<file path="config.mk">
export PLATFORM = sky130hd
export DESIGN_NAME = fan_control_config_lock_bank
export DESIGN_NICKNAME = d
export VERILOG_FILES = /design/src/fan_duty_limiter.v /design/src/fan_control_config_lock_bank.v
export VERILOG_INCLUDE_DIRS = /design/src /design/src/src
export SDC_FILE = /design/constraint.sdc
export NUM_CORES = 1
export LEC_CHECK = 0
export BUFFER_PORTS_ARGS = -buffer_cell sky130_fd_sc_hd__buf_4
export CORE_AREA = 4 4 110 112
export DETAILED_ROUTE_END_ITERATION = 10
export DIE_AREA = 0 0 114 116
export GPL_ROUTABILITY_DRIVEN = 0
export PLACE_DENSITY = 0.81
export SETUP_SLACK_MARGIN = 0.15
export SLEW_MARGIN = 20
export SYNTH_ARGS = -nofsm -noshare
export SYNTH_HDL_FRONTEND = slang
export SYNTH_SLANG_ARGS = --single-unit
</file>
<file path="constraint.sdc">
create_clock -name clk_sys -period 3.66 [get_ports clk_sys]
set_clock_uncertainty 0.05 [all_clocks]
set_input_delay 0.549 -clock clk_sys [delete_from_list [all_inputs] [get_ports clk_sys]]
set_output_delay 0.549 -clock clk_sys [all_outputs]
set_load 0.1 [all_outputs]
</file>
<file path="src/fan_cfg_defs.vh">
`ifndef FAN_CFG_DEFS_VH
`define FAN_CFG_DEFS_VH

// ****************************************
// register offsets
// ****************************************
`define OFS_DELAY_LO      8'h36
`define OFS_DELAY_HI      8'h37
`define OFS_FAN1_MAX      8'h38
`define OFS_FAN2_MAX      8'h39
`define OFS_FAN3_MAX      8'h3A
`define OFS_MAIN_CFG      8'h40

// ****************************************
// reset values
// ****************************************
`define RST_DELAY_LO      8'h00
`define RST_DELAY_HI_BIT  1'h0
`define RST_MAX_DUTY      8'hFF
`define RST_MAIN_CFG      8'h01
`define DUTY_FULL         8'hFF
`define READ_ZERO         8'h00

// ****************************************
// main configuration bit positions
// ****************************************
`define CFG_RUN           0
`define CFG_LOCK          1
`define CFG_READY         2
`define CFG_FULL          3
`define CFG_CORE_FLAG     4
`define CFG_SPIN_FIXED    5
`define CFG_BUS_TO        6
`define CFG_LATCH_CLR     7

// ****************************************
// adjustment delay field
// ****************************************
`define DLY_LO_MSB        7
`define DLY_LO_LSB        6
`define DLY_HI_BIT        0
`define DLY_DEC_BASE      12'h008
`define DLY_INC_BASE      12'h010
`define DLY_CNT_ONE       12'h001
`define DLY_CNT_ZERO      12'h000

// ****************************************
// spin-up
// ****************************************
`define SPIN_PULSES       2'h2
`define SPIN_ONE          2'h1
`define SPIN_ZERO         2'h0

`endif

</file>
<file path="src/fan_duty_limiter.v">
`timescale 1ns/1ps
`include "fan_cfg_defs.vh"

module fan_duty_limiter (
	// clock and reset
	input  wire       clk_sys,
	input  wire       srst,
	// configuration
	input  wire [7:0] max_duty,
	input  wire       fans_full_override,
	input  wire       spinup_fixed_timeout,
	input  wire       overtemp_use_max,
	// events
	input  wire [7:0] duty_request,
	input  wire       overtemp_event,
	input  wire       spinup_start,
	input  wire       spinup_timeout,
	input  wire       fan_speed_pulse,
	// result
	output reg  [7:0] duty_out,
	output wire       spinup_active
);

	reg       spin_reg;
	reg       spin_next;
	reg [1:0] pulse_cnt_reg;
	reg [1:0] pulse_cnt_next;
	reg [7:0] duty_next;

	assign spinup_active = spin_reg;

	// ****************************************
	// spin-up tracking
	// ****************************************
	always @* begin
		spin_next      = spin_reg;
		pulse_cnt_next = pulse_cnt_reg;
		if (spinup_start) begin
			spin_next      = 1'b1;
			pulse_cnt_next = `SPIN_ZERO;
		end else if (spin_reg) begin
			if (spinup_timeout) begin
				spin_next = 1'b0;
			end else if (fan_speed_pulse && !spinup_fixed_timeout) begin
				// early end after two pulses unless fixed timeout chosen
				if (pulse_cnt_reg == `SPIN_ONE) begin
					spin_next = 1'b0;
				end
				pulse_cnt_next = pulse_cnt_reg + `SPIN_ONE;
			end
		end
	end

	// ****************************************
	// duty selection
	// ****************************************
	always @* begin
		if (spin_reg) begin
			duty_next = `DUTY_FULL;
		end else if (overtemp_event) begin
			duty_next = overtemp_use_max ? max_duty : `DUTY_FULL;
		end else if (fans_full_override) begin
			duty_next = max_duty;
		end else if (duty_request > max_duty) begin
			duty_next = max_duty;
		end else begin
			duty_next = duty_request;
		end
	end

	always @(posedge clk_sys) begin
		if (srst) begin
			spin_reg      <= 1'b0;
			pulse_cnt_reg <= `SPIN_ZERO;
			duty_out      <= `RST_MAX_DUTY;
		end else begin
			spin_reg      <= spin_next;
			pulse_cnt_reg <= pulse_cnt_next;
			duty_out      <= duty_next;
		end
	end

endmodule

</file>
<file path="src/fan_control_config_lock_bank.v">
// What this block does
// - three-bit remote-2 delay code, low bits at delay register bits 7:6
// - code 0 gives 8/16 cycles, each step doubles, code 7 gives 1024/2048
// - delay register ignores writes once lock is set
// - three max duty registers at fan1_max_duty..fan3_max_duty, reset 0xFF
// - each max duty register caps its fan drive output except during spin-up or over-temperature at full duty
// - max duty registers ignore writes while locked
// - over-temperature drives programmed max if config4 bit3, else full duty
// - main configuration at 0x40 resets to 0x01
// - run bit selects programmed limits, else power-up default limits
// - run bit stays writable under lock
// - lock bit is write-once, freezes lockable state until power cycle
// - ready bit read-only, set when device is fully powered up
// - full-speed bit drives fans at max duty, reset 0, never locked
// - bit 4 lockable flag with no control effect
// - bit 5 keeps drive high for whole spin-up timeout
// - bit 6 enables bus timeout, lockable
// - bit 7 clears latched over-temperature on latching variant, else reserved
`timescale 1ns/1ps
`include "fan_cfg_defs.vh"

module fan_control_config_lock_bank #(
	parameter HAS_LATCH = 0
) (
	// clock and reset
	input  wire        clk_sys,
	input  wire        srst,
	// register port
	input  wire [7:0]  reg_addr,
	input  wire        reg_wr_en,
	input  wire [7:0]  reg_wr_data,
	input  wire        reg_rd_en,
	output reg  [7:0]  reg_rd_data,
	output reg         reg_rd_valid,
	// device status
	input  wire        power_up_done,
	input  wire        overtemp_event,
	input  wire        overtemp_use_max,
	input  wire        monitor_tick,
	// fan control
	input  wire [23:0] duty_request,
	input  wire [2:0]  spinup_start,
	input  wire [2:0]  spinup_timeout,
	input  wire [2:0]  fan_speed_pulse,
	output wire [7:0]  fan_drive_1,
	output wire [7:0]  fan_drive_2,
	output wire [7:0]  fan_drive_3,
	output wire [2:0]  spinup_active,
	// configuration outputs
	output wire        use_programmed_limits,
	output wire        bus_timeout_enable,
	output wire        core_power_measure_flag,
	output wire        config_locked,
	output reg         latch_clear,
	// remote 2 adjustment delay
	output reg  [11:0] remote2_decrease_cycles,
	output reg  [11:0] remote2_increase_cycles,
	output reg         remote2_decrease_due,
	output reg         remote2_increase_due
);

	// ****************************************
	// storage
	// ****************************************
	reg  [7:0]  delay_lo_reg;
	reg         delay_hi_reg;
	reg  [7:0]  fan1_max_duty_reg;
	reg  [7:0]  fan2_max_duty_reg;
	reg  [7:0]  fan3_max_duty_reg;
	reg         monitor_run_reg;
	reg         lock_reg;
	reg         ready_reg;
	reg         fans_full_override_reg;
	reg         core_flag_reg;
	reg         spinup_fixed_timeout_reg;
	reg         bus_timeout_reg;
	reg  [11:0] dec_cnt_reg;
	reg  [11:0] dec_cnt_next;
	reg  [11:0] inc_cnt_reg;
	reg  [11:0] inc_cnt_next;
	reg  [7:0]  rd_mux;
	wire [2:0]  remote2_adjust_delay;
	wire        wr_open;
	wire        wr_cfg;
	wire [7:0]  main_cfg_view;
	wire [7:0]  drive [0:2];
	wire [7:0]  max_duty [0:2];

	assign remote2_adjust_delay = {delay_hi_reg,
		delay_lo_reg[`DLY_LO_MSB:`DLY_LO_LSB]};
	// lockable writes pass only before lock; refused ones vanish silently
	assign wr_open = reg_wr_en && !lock_reg;
	assign wr_cfg  = reg_wr_en && (reg_addr == `OFS_MAIN_CFG);

	assign use_programmed_limits   = monitor_run_reg;
	assign bus_timeout_enable      = bus_timeout_reg;
	assign core_power_measure_flag = core_flag_reg;
	assign config_locked           = lock_reg;

	assign max_duty[0] = fan1_max_duty_reg;
	assign max_duty[1] = fan2_max_duty_reg;
	assign max_duty[2] = fan3_max_duty_reg;
	assign fan_drive_1 = drive[0];
	assign fan_drive_2 = drive[1];
	assign fan_drive_3 = drive[2];

	assign main_cfg_view = {1'b0,
		bus_timeout_reg,
		spinup_fixed_timeout_reg,
		core_flag_reg,
		fans_full_override_reg,
		ready_reg,
		lock_reg,
		monitor_run_reg};

	// ****************************************
	// lockable registers
	// ****************************************
	always @(posedge clk_sys) begin
		if (srst) begin
			delay_lo_reg      <= `RST_DELAY_LO;
			delay_hi_reg      <= `RST_DELAY_HI_BIT;
			fan1_max_duty_reg <= `RST_MAX_DUTY;
			fan2_max_duty_reg <= `RST_MAX_DUTY;
			fan3_max_duty_reg <= `RST_MAX_DUTY;
			lock_reg          <= 1'b0;
			core_flag_reg     <= 1'b0;
			bus_timeout_reg   <= 1'b0;
		end else if (wr_open) begin
			case (reg_addr)
				`OFS_DELAY_LO: begin
					delay_lo_reg <= reg_wr_data;
				end
				`OFS_DELAY_HI: begin
					delay_hi_reg <= reg_wr_data[`DLY_HI_BIT];
				end
				`OFS_FAN1_MAX: begin
					fan1_max_duty_reg <= reg_wr_data;
				end
				`OFS_FAN2_MAX: begin
					fan2_max_duty_reg <= reg_wr_data;
				end
				`OFS_FAN3_MAX: begin
					fan3_max_duty_reg <= reg_wr_data;
				end
				`OFS_MAIN_CFG: begin
					// only srst, the power-on reset, can clear the lock
					lock_reg        <= reg_wr_data[`CFG_LOCK];
					core_flag_reg   <= reg_wr_data[`CFG_CORE_FLAG];
					bus_timeout_reg <= reg_wr_data[`CFG_BUS_TO];
				end
				default: begin
					lock_reg <= lock_reg;
				end
			endcase
		end
	end

	// ****************************************
	// bits that ignore the lock
	// ****************************************
	always @(posedge clk_sys) begin
		if (srst) begin
			monitor_run_reg          <= 1'b1;
			fans_full_override_reg   <= 1'b0;
			spinup_fixed_timeout_reg <= 1'b0;
			latch_clear              <= 1'b0;
		end else begin
			latch_clear <= 1'b0;
			if (wr_cfg) begin
				monitor_run_reg          <= reg_wr_data[`CFG_RUN];
				fans_full_override_reg   <= reg_wr_data[`CFG_FULL];
				spinup_fixed_timeout_reg <= reg_wr_data[`CFG_SPIN_FIXED];
				if (HAS_LATCH != 0) begin
					latch_clear <= reg_wr_data[`CFG_LATCH_CLR];
				end
			end
		end
	end

	// ****************************************
	// ready flag
	// ****************************************
	always @(posedge clk_sys) begin
		if (srst) begin
			ready_reg <= 1'b0;
		end else if (power_up_done) begin
			ready_reg <= 1'b1;
		end
	end

	// ****************************************
	// read path
	// ****************************************
	always @* begin
		case (reg_addr)
			`OFS_DELAY_LO: begin
				rd_mux = delay_lo_reg;
			end
			`OFS_DELAY_HI: begin
				rd_mux = {7'h00, delay_hi_reg};
			end
			`OFS_FAN1_MAX: begin
				rd_mux = fan1_max_duty_reg;
			end
			`OFS_FAN2_MAX: begin
				rd_mux = fan2_max_duty_reg;
			end
			`OFS_FAN3_MAX: begin
				rd_mux = fan3_max_duty_reg;
			end
			`OFS_MAIN_CFG: begin
				rd_mux = main_cfg_view;
			end
			default: begin
				rd_mux = `READ_ZERO;
			end
		endcase
	end

	always @(posedge clk_sys) begin
		if (srst) begin
			reg_rd_data  <= `READ_ZERO;
			reg_rd_valid <= 1'b0;
		end else begin
			reg_rd_valid <= reg_rd_en;
			if (reg_rd_en) begin
				reg_rd_data <= rd_mux;
			end
		end
	end

	// ****************************************
	// remote 2 adjustment delay
	// ****************************************
	always @* begin
		dec_cnt_next = dec_cnt_reg;
		inc_cnt_next = inc_cnt_reg;
		if (!monitor_run_reg) begin
			// hold off adjustment while limits are defaults
			dec_cnt_next = `DLY_CNT_ZERO;
			inc_cnt_next = `DLY_CNT_ZERO;
		end else if (monitor_tick) begin
			if (dec_cnt_reg + `DLY_CNT_ONE >= remote2_decrease_cycles) begin
				dec_cnt_next = `DLY_CNT_ZERO;
			end else begin
				dec_cnt_next = dec_cnt_reg + `DLY_CNT_ONE;
			end
			if (inc_cnt_reg + `DLY_CNT_ONE >= remote2_increase_cycles) begin
				inc_cnt_next = `DLY_CNT_ZERO;
			end else begin
				inc_cnt_next = inc_cnt_reg + `DLY_CNT_ONE;
			end
		end
	end

	always @(posedge clk_sys) begin
		if (srst) begin
			remote2_decrease_cycles <= `DLY_DEC_BASE;
			remote2_increase_cycles <= `DLY_INC_BASE;
			dec_cnt_reg             <= `DLY_CNT_ZERO;
			inc_cnt_reg             <= `DLY_CNT_ZERO;
			remote2_decrease_due    <= 1'b0;
			remote2_increase_due    <= 1'b0;
		end else begin
			remote2_decrease_cycles <= `DLY_DEC_BASE << remote2_adjust_delay;
			remote2_increase_cycles <= `DLY_INC_BASE << remote2_adjust_delay;
			dec_cnt_reg             <= dec_cnt_next;
			inc_cnt_reg             <= inc_cnt_next;
			remote2_decrease_due    <= monitor_run_reg && monitor_tick &&
				(dec_cnt_reg + `DLY_CNT_ONE >= remote2_decrease_cycles);
			remote2_increase_due    <= monitor_run_reg && monitor_tick &&
				(inc_cnt_reg + `DLY_CNT_ONE >= remote2_increase_cycles);
		end
	end

	// ****************************************
	// per-fan duty limiting
	// ****************************************
	genvar i;
	generate
		for (i = 0; i < 3; i = i + 1) begin : g_fan
			fan_duty_limiter u_lim (
				.clk_sys              (clk_sys),
				.srst                 (srst),
				.max_duty             (max_duty[i]),
				.fans_full_override   (fans_full_override_reg),
				.spinup_fixed_timeout (spinup_fixed_timeout_reg),
				.overtemp_use_max     (overtemp_use_max),
				.duty_request         (duty_request[8*i+7:8*i]),
				.overtemp_event       (overtemp_event),
				.spinup_start         (spinup_start[i]),
				.spinup_timeout       (spinup_timeout[i]),
				.fan_speed_pulse      (fan_speed_pulse[i]),
				.duty_out             (drive[i]),
				.spinup_active        (spinup_active[i])
			);
		end
	endgenerate

endmodule

</file>
-- Yosys cells after proc, flatten, opt, wreduce, memory -nomap -nowiden
Cells that the tools add are included.
- word-level logic and storage cells: 110
- input bits: 57
- register bits after elaboration: 132
- output and inout bits: 67
- shift-type cells: 2
- reductions and logical operators: 26
- $add $sub $neg: 5
- $lt $le $gt $ge: 5
- equality and inequality tests: 9
- mux-type cells: 30
- bitwise operators: 4
- operators with widths (kind ; count):
    $mux W8 ; 12
    $pmux W8 S6 ; 1
    $eq A8 B6 Y1 const B ; 5
    $add A12 B1 Y12 const B ; 2
    $ge A12 B12 Y1 ; 2
    $gt A8 B8 Y1 ; 3
    $mux W12 ; 2
    $mux W1 ; 15
    $reduce_or A2 Y1 ; 7
    $reduce_and A2 Y1 ; 6
    $shl A4 B3 Y12 const A ; 1
    $shl A5 B3 Y12 const A ; 1
    $reduce_and A3 Y1 ; 3
    $eq A8 B7 Y1 const B ; 1
    $logic_and A1 B1 Y1 ; 8
    $add A2 B1 Y2 const B ; 3
    $eq A2 B1 Y1 const B ; 3
    $not A1 Y1 ; 4
    $logic_not A1 Y1 ; 2

-- Longest topological paths before layout
- depth after elaboration: 6
- depth in mapped cells: 12
- mapped depth without buffers: 11

-- Hierarchy
A second synthesis with hierarchy kept.
- cells, all modules: 857
- area total of the unflattened synthesis: 7347.0 µm²
- by module, submodules not included (module ; sequential area each (µm²) ; times used ; area an instance (µm²) ; cells each):
    fan_control_config_lock_bank ; 1661.6 ; 1 ; 4385.5 ; 500
    fan_duty_limiter ; 220.2 ; 3 ; 987.2 ; 119

-- Worst setup path before layout
OpenSTA, ideal clock, no wires.
- kind: register to register
- from: reg inc_cnt_reg[2]
- to: reg inc_cnt_reg[10]
- cell stages (with the launch flop): 12
- library setup time: 65 ps
- clock period less this slack: 2623 ps
- arrival time: 2508 ps
- buffers on the path: 1
- data required time: 3545 ps
- setup slack: 1037 ps
- cell sequence: dfxtp_1 nand3_1 nor4_2 nand3_1 xnor2_1 ha_1 a21oi_1 o211ai_1 o21ai_0 o21ai_0 clkbuf_1 nor2_1
- longest elaborated chain between the ends: 3
- RTL lines (item ; line ; text):
    start: declaration ; fan_control_config_lock_bank.v:79 ; reg [11:0] inc_cnt_reg;
    start signal: assignment ; fan_control_config_lock_bank.v:262 ; inc_cnt_reg <= `DLY_CNT_ZERO;
    start signal: assignment ; fan_control_config_lock_bank.v:269 ; inc_cnt_reg <= inc_cnt_next;
    $add A12 B1 Y12 (no source line) * ; - ;
    $ge A12 B12 Y1 ; fan_control_config_lock_bank.v:249 ; if (inc_cnt_reg + `DLY_CNT_ONE >= remote2_increase_cycles) begin
    $mux W12 * ; fan_control_config_lock_bank.v:249 ;
Every way passes the cells marked *; elsewhere a longest branch is shown, timed or not.
A chain may end at the register's enable or synchronous reset.

-- Worst setup path in the final report
- from: reg inc_cnt_reg[2]
- to: reg inc_cnt_reg[2]
Same word-level chain as after synthesis.

==> results <==
- The setup slack after layout is 0.4329 ns.
- The die covers 13220 um2.
- The final setup violation count is 0.
- After floorplanning, the core was sized to cover 11220 um2.
- In this run the worst path has a maximum fanout of 11.
- The normalized max-slew margin is 35.28%.
- No sink is reached through more buffers than the 2 on the longest clock path.
- The arrival time of data at the critical path endpoint is 3.51 ns.
- The total number of yosys warnings is 0.
- Once the clock tree was built, the resizer swapped 0 gates to a different size.
- The post-route clock period utilization is 88.17%.
- The detailed router used layers up to and including met4.
- The type of element launching the critical path is a flop.
- The most used flip-flop cell after synthesis is dfxtp_1.
- The shortest period the worst path allows is 3.227 ns.
- For this run, the total global-route usage over all layers was measured as 23.58%.
- The number of max-slew violations in the final report is 0.
- The switching power of the nets is 818.8 uW.
- CTS built an H-tree with a depth of 4.
- After detailed routing, the total wire length is 15370 um.
- The post-synthesis area per instance is 8.922 um2.
- The number of detailed-routing iterations run before antenna repair is 5.
- Sequential cells were found to cover 38.56% of the synthesized design area.
- The clock slew seen by the registers of the worst setup and hold paths is 0.05 ns.
- The number of flip-flops under the largest register name is 24.
- The synthesized netlist occupies a cell area of 6022 um2.
- The number of sinks on the clock net is 116.
- Across the VDD grid, the largest voltage drop is 0.0002607 V.
- The layout overhead on the synthesized area is 22.67%.
- The count of maximum capacitance violations is 0.
- The via count of the first global-routing pass is 5449.
- The worst setup slack before clock tree synthesis is 0.2799 ns.
- In this run, the number of DRC markers left after iteration 0 of detailed routing was 383.
- Setup repair after global routing left no endpoint under its margin.
- In this run the worst hold path is classified as in2reg.
- The number of top-level pins is 124.
- The cell at the root of the clock tree is clkbuf_16.
- Synthesis instantiated 56 different standard cells from the library.
- The routed wire length on met3 is 1061 um.
- The worst setup path is captured at a flop.
- The number of antenna violations at the first check in global routing is 0.
- The flow ran to the end, and the final reports show no timing, DRC or antenna violations.
- The total grt overflow is 0.
- The clock reaches the later pin of the worst-skew pair after 0.41 ns.
- The final route contains 5356 vias.
- In the routed design, unresolved DRC markers number 0.
- The total negative slack for setup checks is 0 ns.
- Summed over all cells, the static leakage comes to 3.248 nW.
- The initialized floorplan defines 39 standard-cell rows.
- The power share of the clock group is 51.9%.
- Dividing the detail-routed via count by the number of cells gives 5.778.
- The TritonCTS clock tree is yes.
- The highest clock frequency the design can meet is 309.9 MHz.
- The first-pass GRT wire length is 24990 um.
- The switching portion of total power is 23.96%.
- The actual transition at the worst max-transition pin is 0.9672 ns.
- The port buffer count is 114.
- Synthesis produced 675 cells.
- The proportion of register bits with asynchronous set or reset after synthesis is 0%.
- At the worst endpoint, the required time is 3.94 ns.
- The repair_antennas step left the layout with diodes totalling 0.
- After detailed routing, the average wire length per cell comes to 16.58 um.
- The worst setup path is of the reg2reg kind.
- Once the floorplan was initialized, standard cells occupied 53.66% of the core.
- The final layout net count is 874.
- The count of hold buffers inserted by post-cts repair is 0.
- The power density relative to cell area is 462.5 nW/um2.
- After legalization and detailed placement, the total HPWL measured 11670 um.
- The routed design uses 8020 um of met2 wire.
- Post-CTS timing repair inserted 0 buffers for setup.
- Counting flops with a built-in enable in the synthesized netlist gives 0.
- The routed metal-1 wirelength is 5944 um.
- The post-route netlist has 19.39% of its cells at a drive strength greater than 1.
- The largest net degree at the start of global routing is 33.
- The number of clock buffers added by TritonCTS is 17.
- The number of failing hold endpoints at the final stage is 0.
- The share of total power dissipated in sequential elements is 38.1%.
- The internal portion of the total power is 2.598 mW.
- The width of the chip is 114 um.
- Per report_power, the combinational group accounts for 10.0% of the total.
- The total of flip-flops plus latches after synthesis is 116.
- Once detail routing completed, the nets flagged for antenna violations numbered 0.
- The die is 116 um tall.
[kinds of logic after synthesis]
group / Yosys count / share of synthesized area (%)
other cells: 1 / 0.06227
mux: 21 / 3.491
fa+ha+maj: 45 / 9.350
xor+xnor: 39 / 5.672
flops: 116 / 38.56
simple gates: 229 / 18.24
compound gates: 130 / 15.92
buf+inv: 94 / 8.705
[per-stage QoR]
stage               utilization, %  hold slack [ns]  cells  cell area (um2)  total power [mW]
floorplan                        -           0.3857    683             6052             1.565
global placement             60.21           0.3939    896             6758             1.656
detailed placement           60.21           0.3973    896             6758             1.665
CTS                          65.82           0.2589    927             7387             3.426
global route                 65.82           0.2624    927             7387             3.515
finish                       65.82           0.2636    927             7387             3.417
[routing by layer]
metal / up-vias / GRT usage, %
met5: - / 0
met3: 33 / 6.475
li1: 2565 / -
met4: 0 / 9.818
met1: 2551 / 25.96
met2: 207 / 42.78
[power by group through the flow]
stage / Combinational [mW] / Sequential (mW) / Clock, mW
6_report: 0.342 / 1.30 / 1.77
5_1_grt: 0.363 / 1.30 / 1.85
3_5_place_dp: 0.339 / 1.33 / 0
3_3_place_gp: 0.331 / 1.32 / 0
4_1_cts: 0.341 / 1.30 / 1.78
2_1_floorplan: 0.161 / 1.40 / 0
[synth_stat cells, drive strengths merged, types with 3 or more instances]
cell	n	area (um2)
dfxtp	116	2322
nand2	83	311.6
nor2	51	191.4
inv	47	176.4
ha	45	563.0
buf	32	241.5
nand3	29	157.7
a21oi	26	130.1
xor2	25	219.0
o22a	24	210.2
mux2i	21	210.2
nor3	20	100.1
o211ai	19	152.6
xnor2	14	122.6
nand4	13	81.33
o21ai	13	65.06
clkbuf	12	57.55
a31oi	9	71.32
a221oi	7	61.31
nor2b	6	37.54
o2bb2ai	6	52.55
o2111ai	5	43.79
nand2b	4	25.02
nand3b	4	30.03
nor4	4	37.53
a2111oi	3	26.28
a211oi	3	22.52
a21o	3	22.52
and3	3	18.77
nand4b	3	26.28
nor4b	3	26.28
o21a	3	22.52
o32ai	3	26.28
[critical path: stages, from the launching register on]
cell	delay [ns]
dfxtp_1	0.40
nand3_1	0.20
nor4_2	0.53
nand3_1	0.17
xnor2_1	0.15
ha_1	0.29
a21oi_1	0.23
o211ai_1	0.13
o21ai_0	0.42
o21ai_1	0.36
nor2_1	0.21
[path summary, 6_finish.rpt]
check                          startpoint                                            to  slack (ns)  cells after the start
max           inc_cnt_reg[2]$_SDFFE_PP0P_                   inc_cnt_reg[2]$_SDFFE_PP0P_        0.43                     10
min                       spinup_start[2]  g_fan[2].u_lim.pulse_cnt_reg[0]$_SDFFE_PP0P_        0.26                      2
max reg2reg   inc_cnt_reg[2]$_SDFFE_PP0P_                   inc_cnt_reg[2]$_SDFFE_PP0P_        0.43                     10
min reg2reg  delay_lo_reg[0]$_SDFFE_PP0P_                  delay_lo_reg[0]$_SDFFE_PP0P_        0.40                      2
[final cells by class]
type	instances	area (um2)
well taps	143	178.9
multi-input cells	473	3206
fillers	901	3836
flip-flops and latches	116	2322
repair buffers	116	870.8
inverters	48	180.2
clock inverters	11	182.7
clock buffers	20	446.7
[cell usage in the layout, fill, tap and decap left out, drive strengths merged, types with 21 or more instances in the layout]
master / n
nor2: 51
nand3: 29
a21oi: 26
dfxtp: 116
inv: 47
mux2i: 21
ha: 45
o22a: 24
xor2: 25
nand2: 83
buf: 116
(Power assumes the default switching activity.)
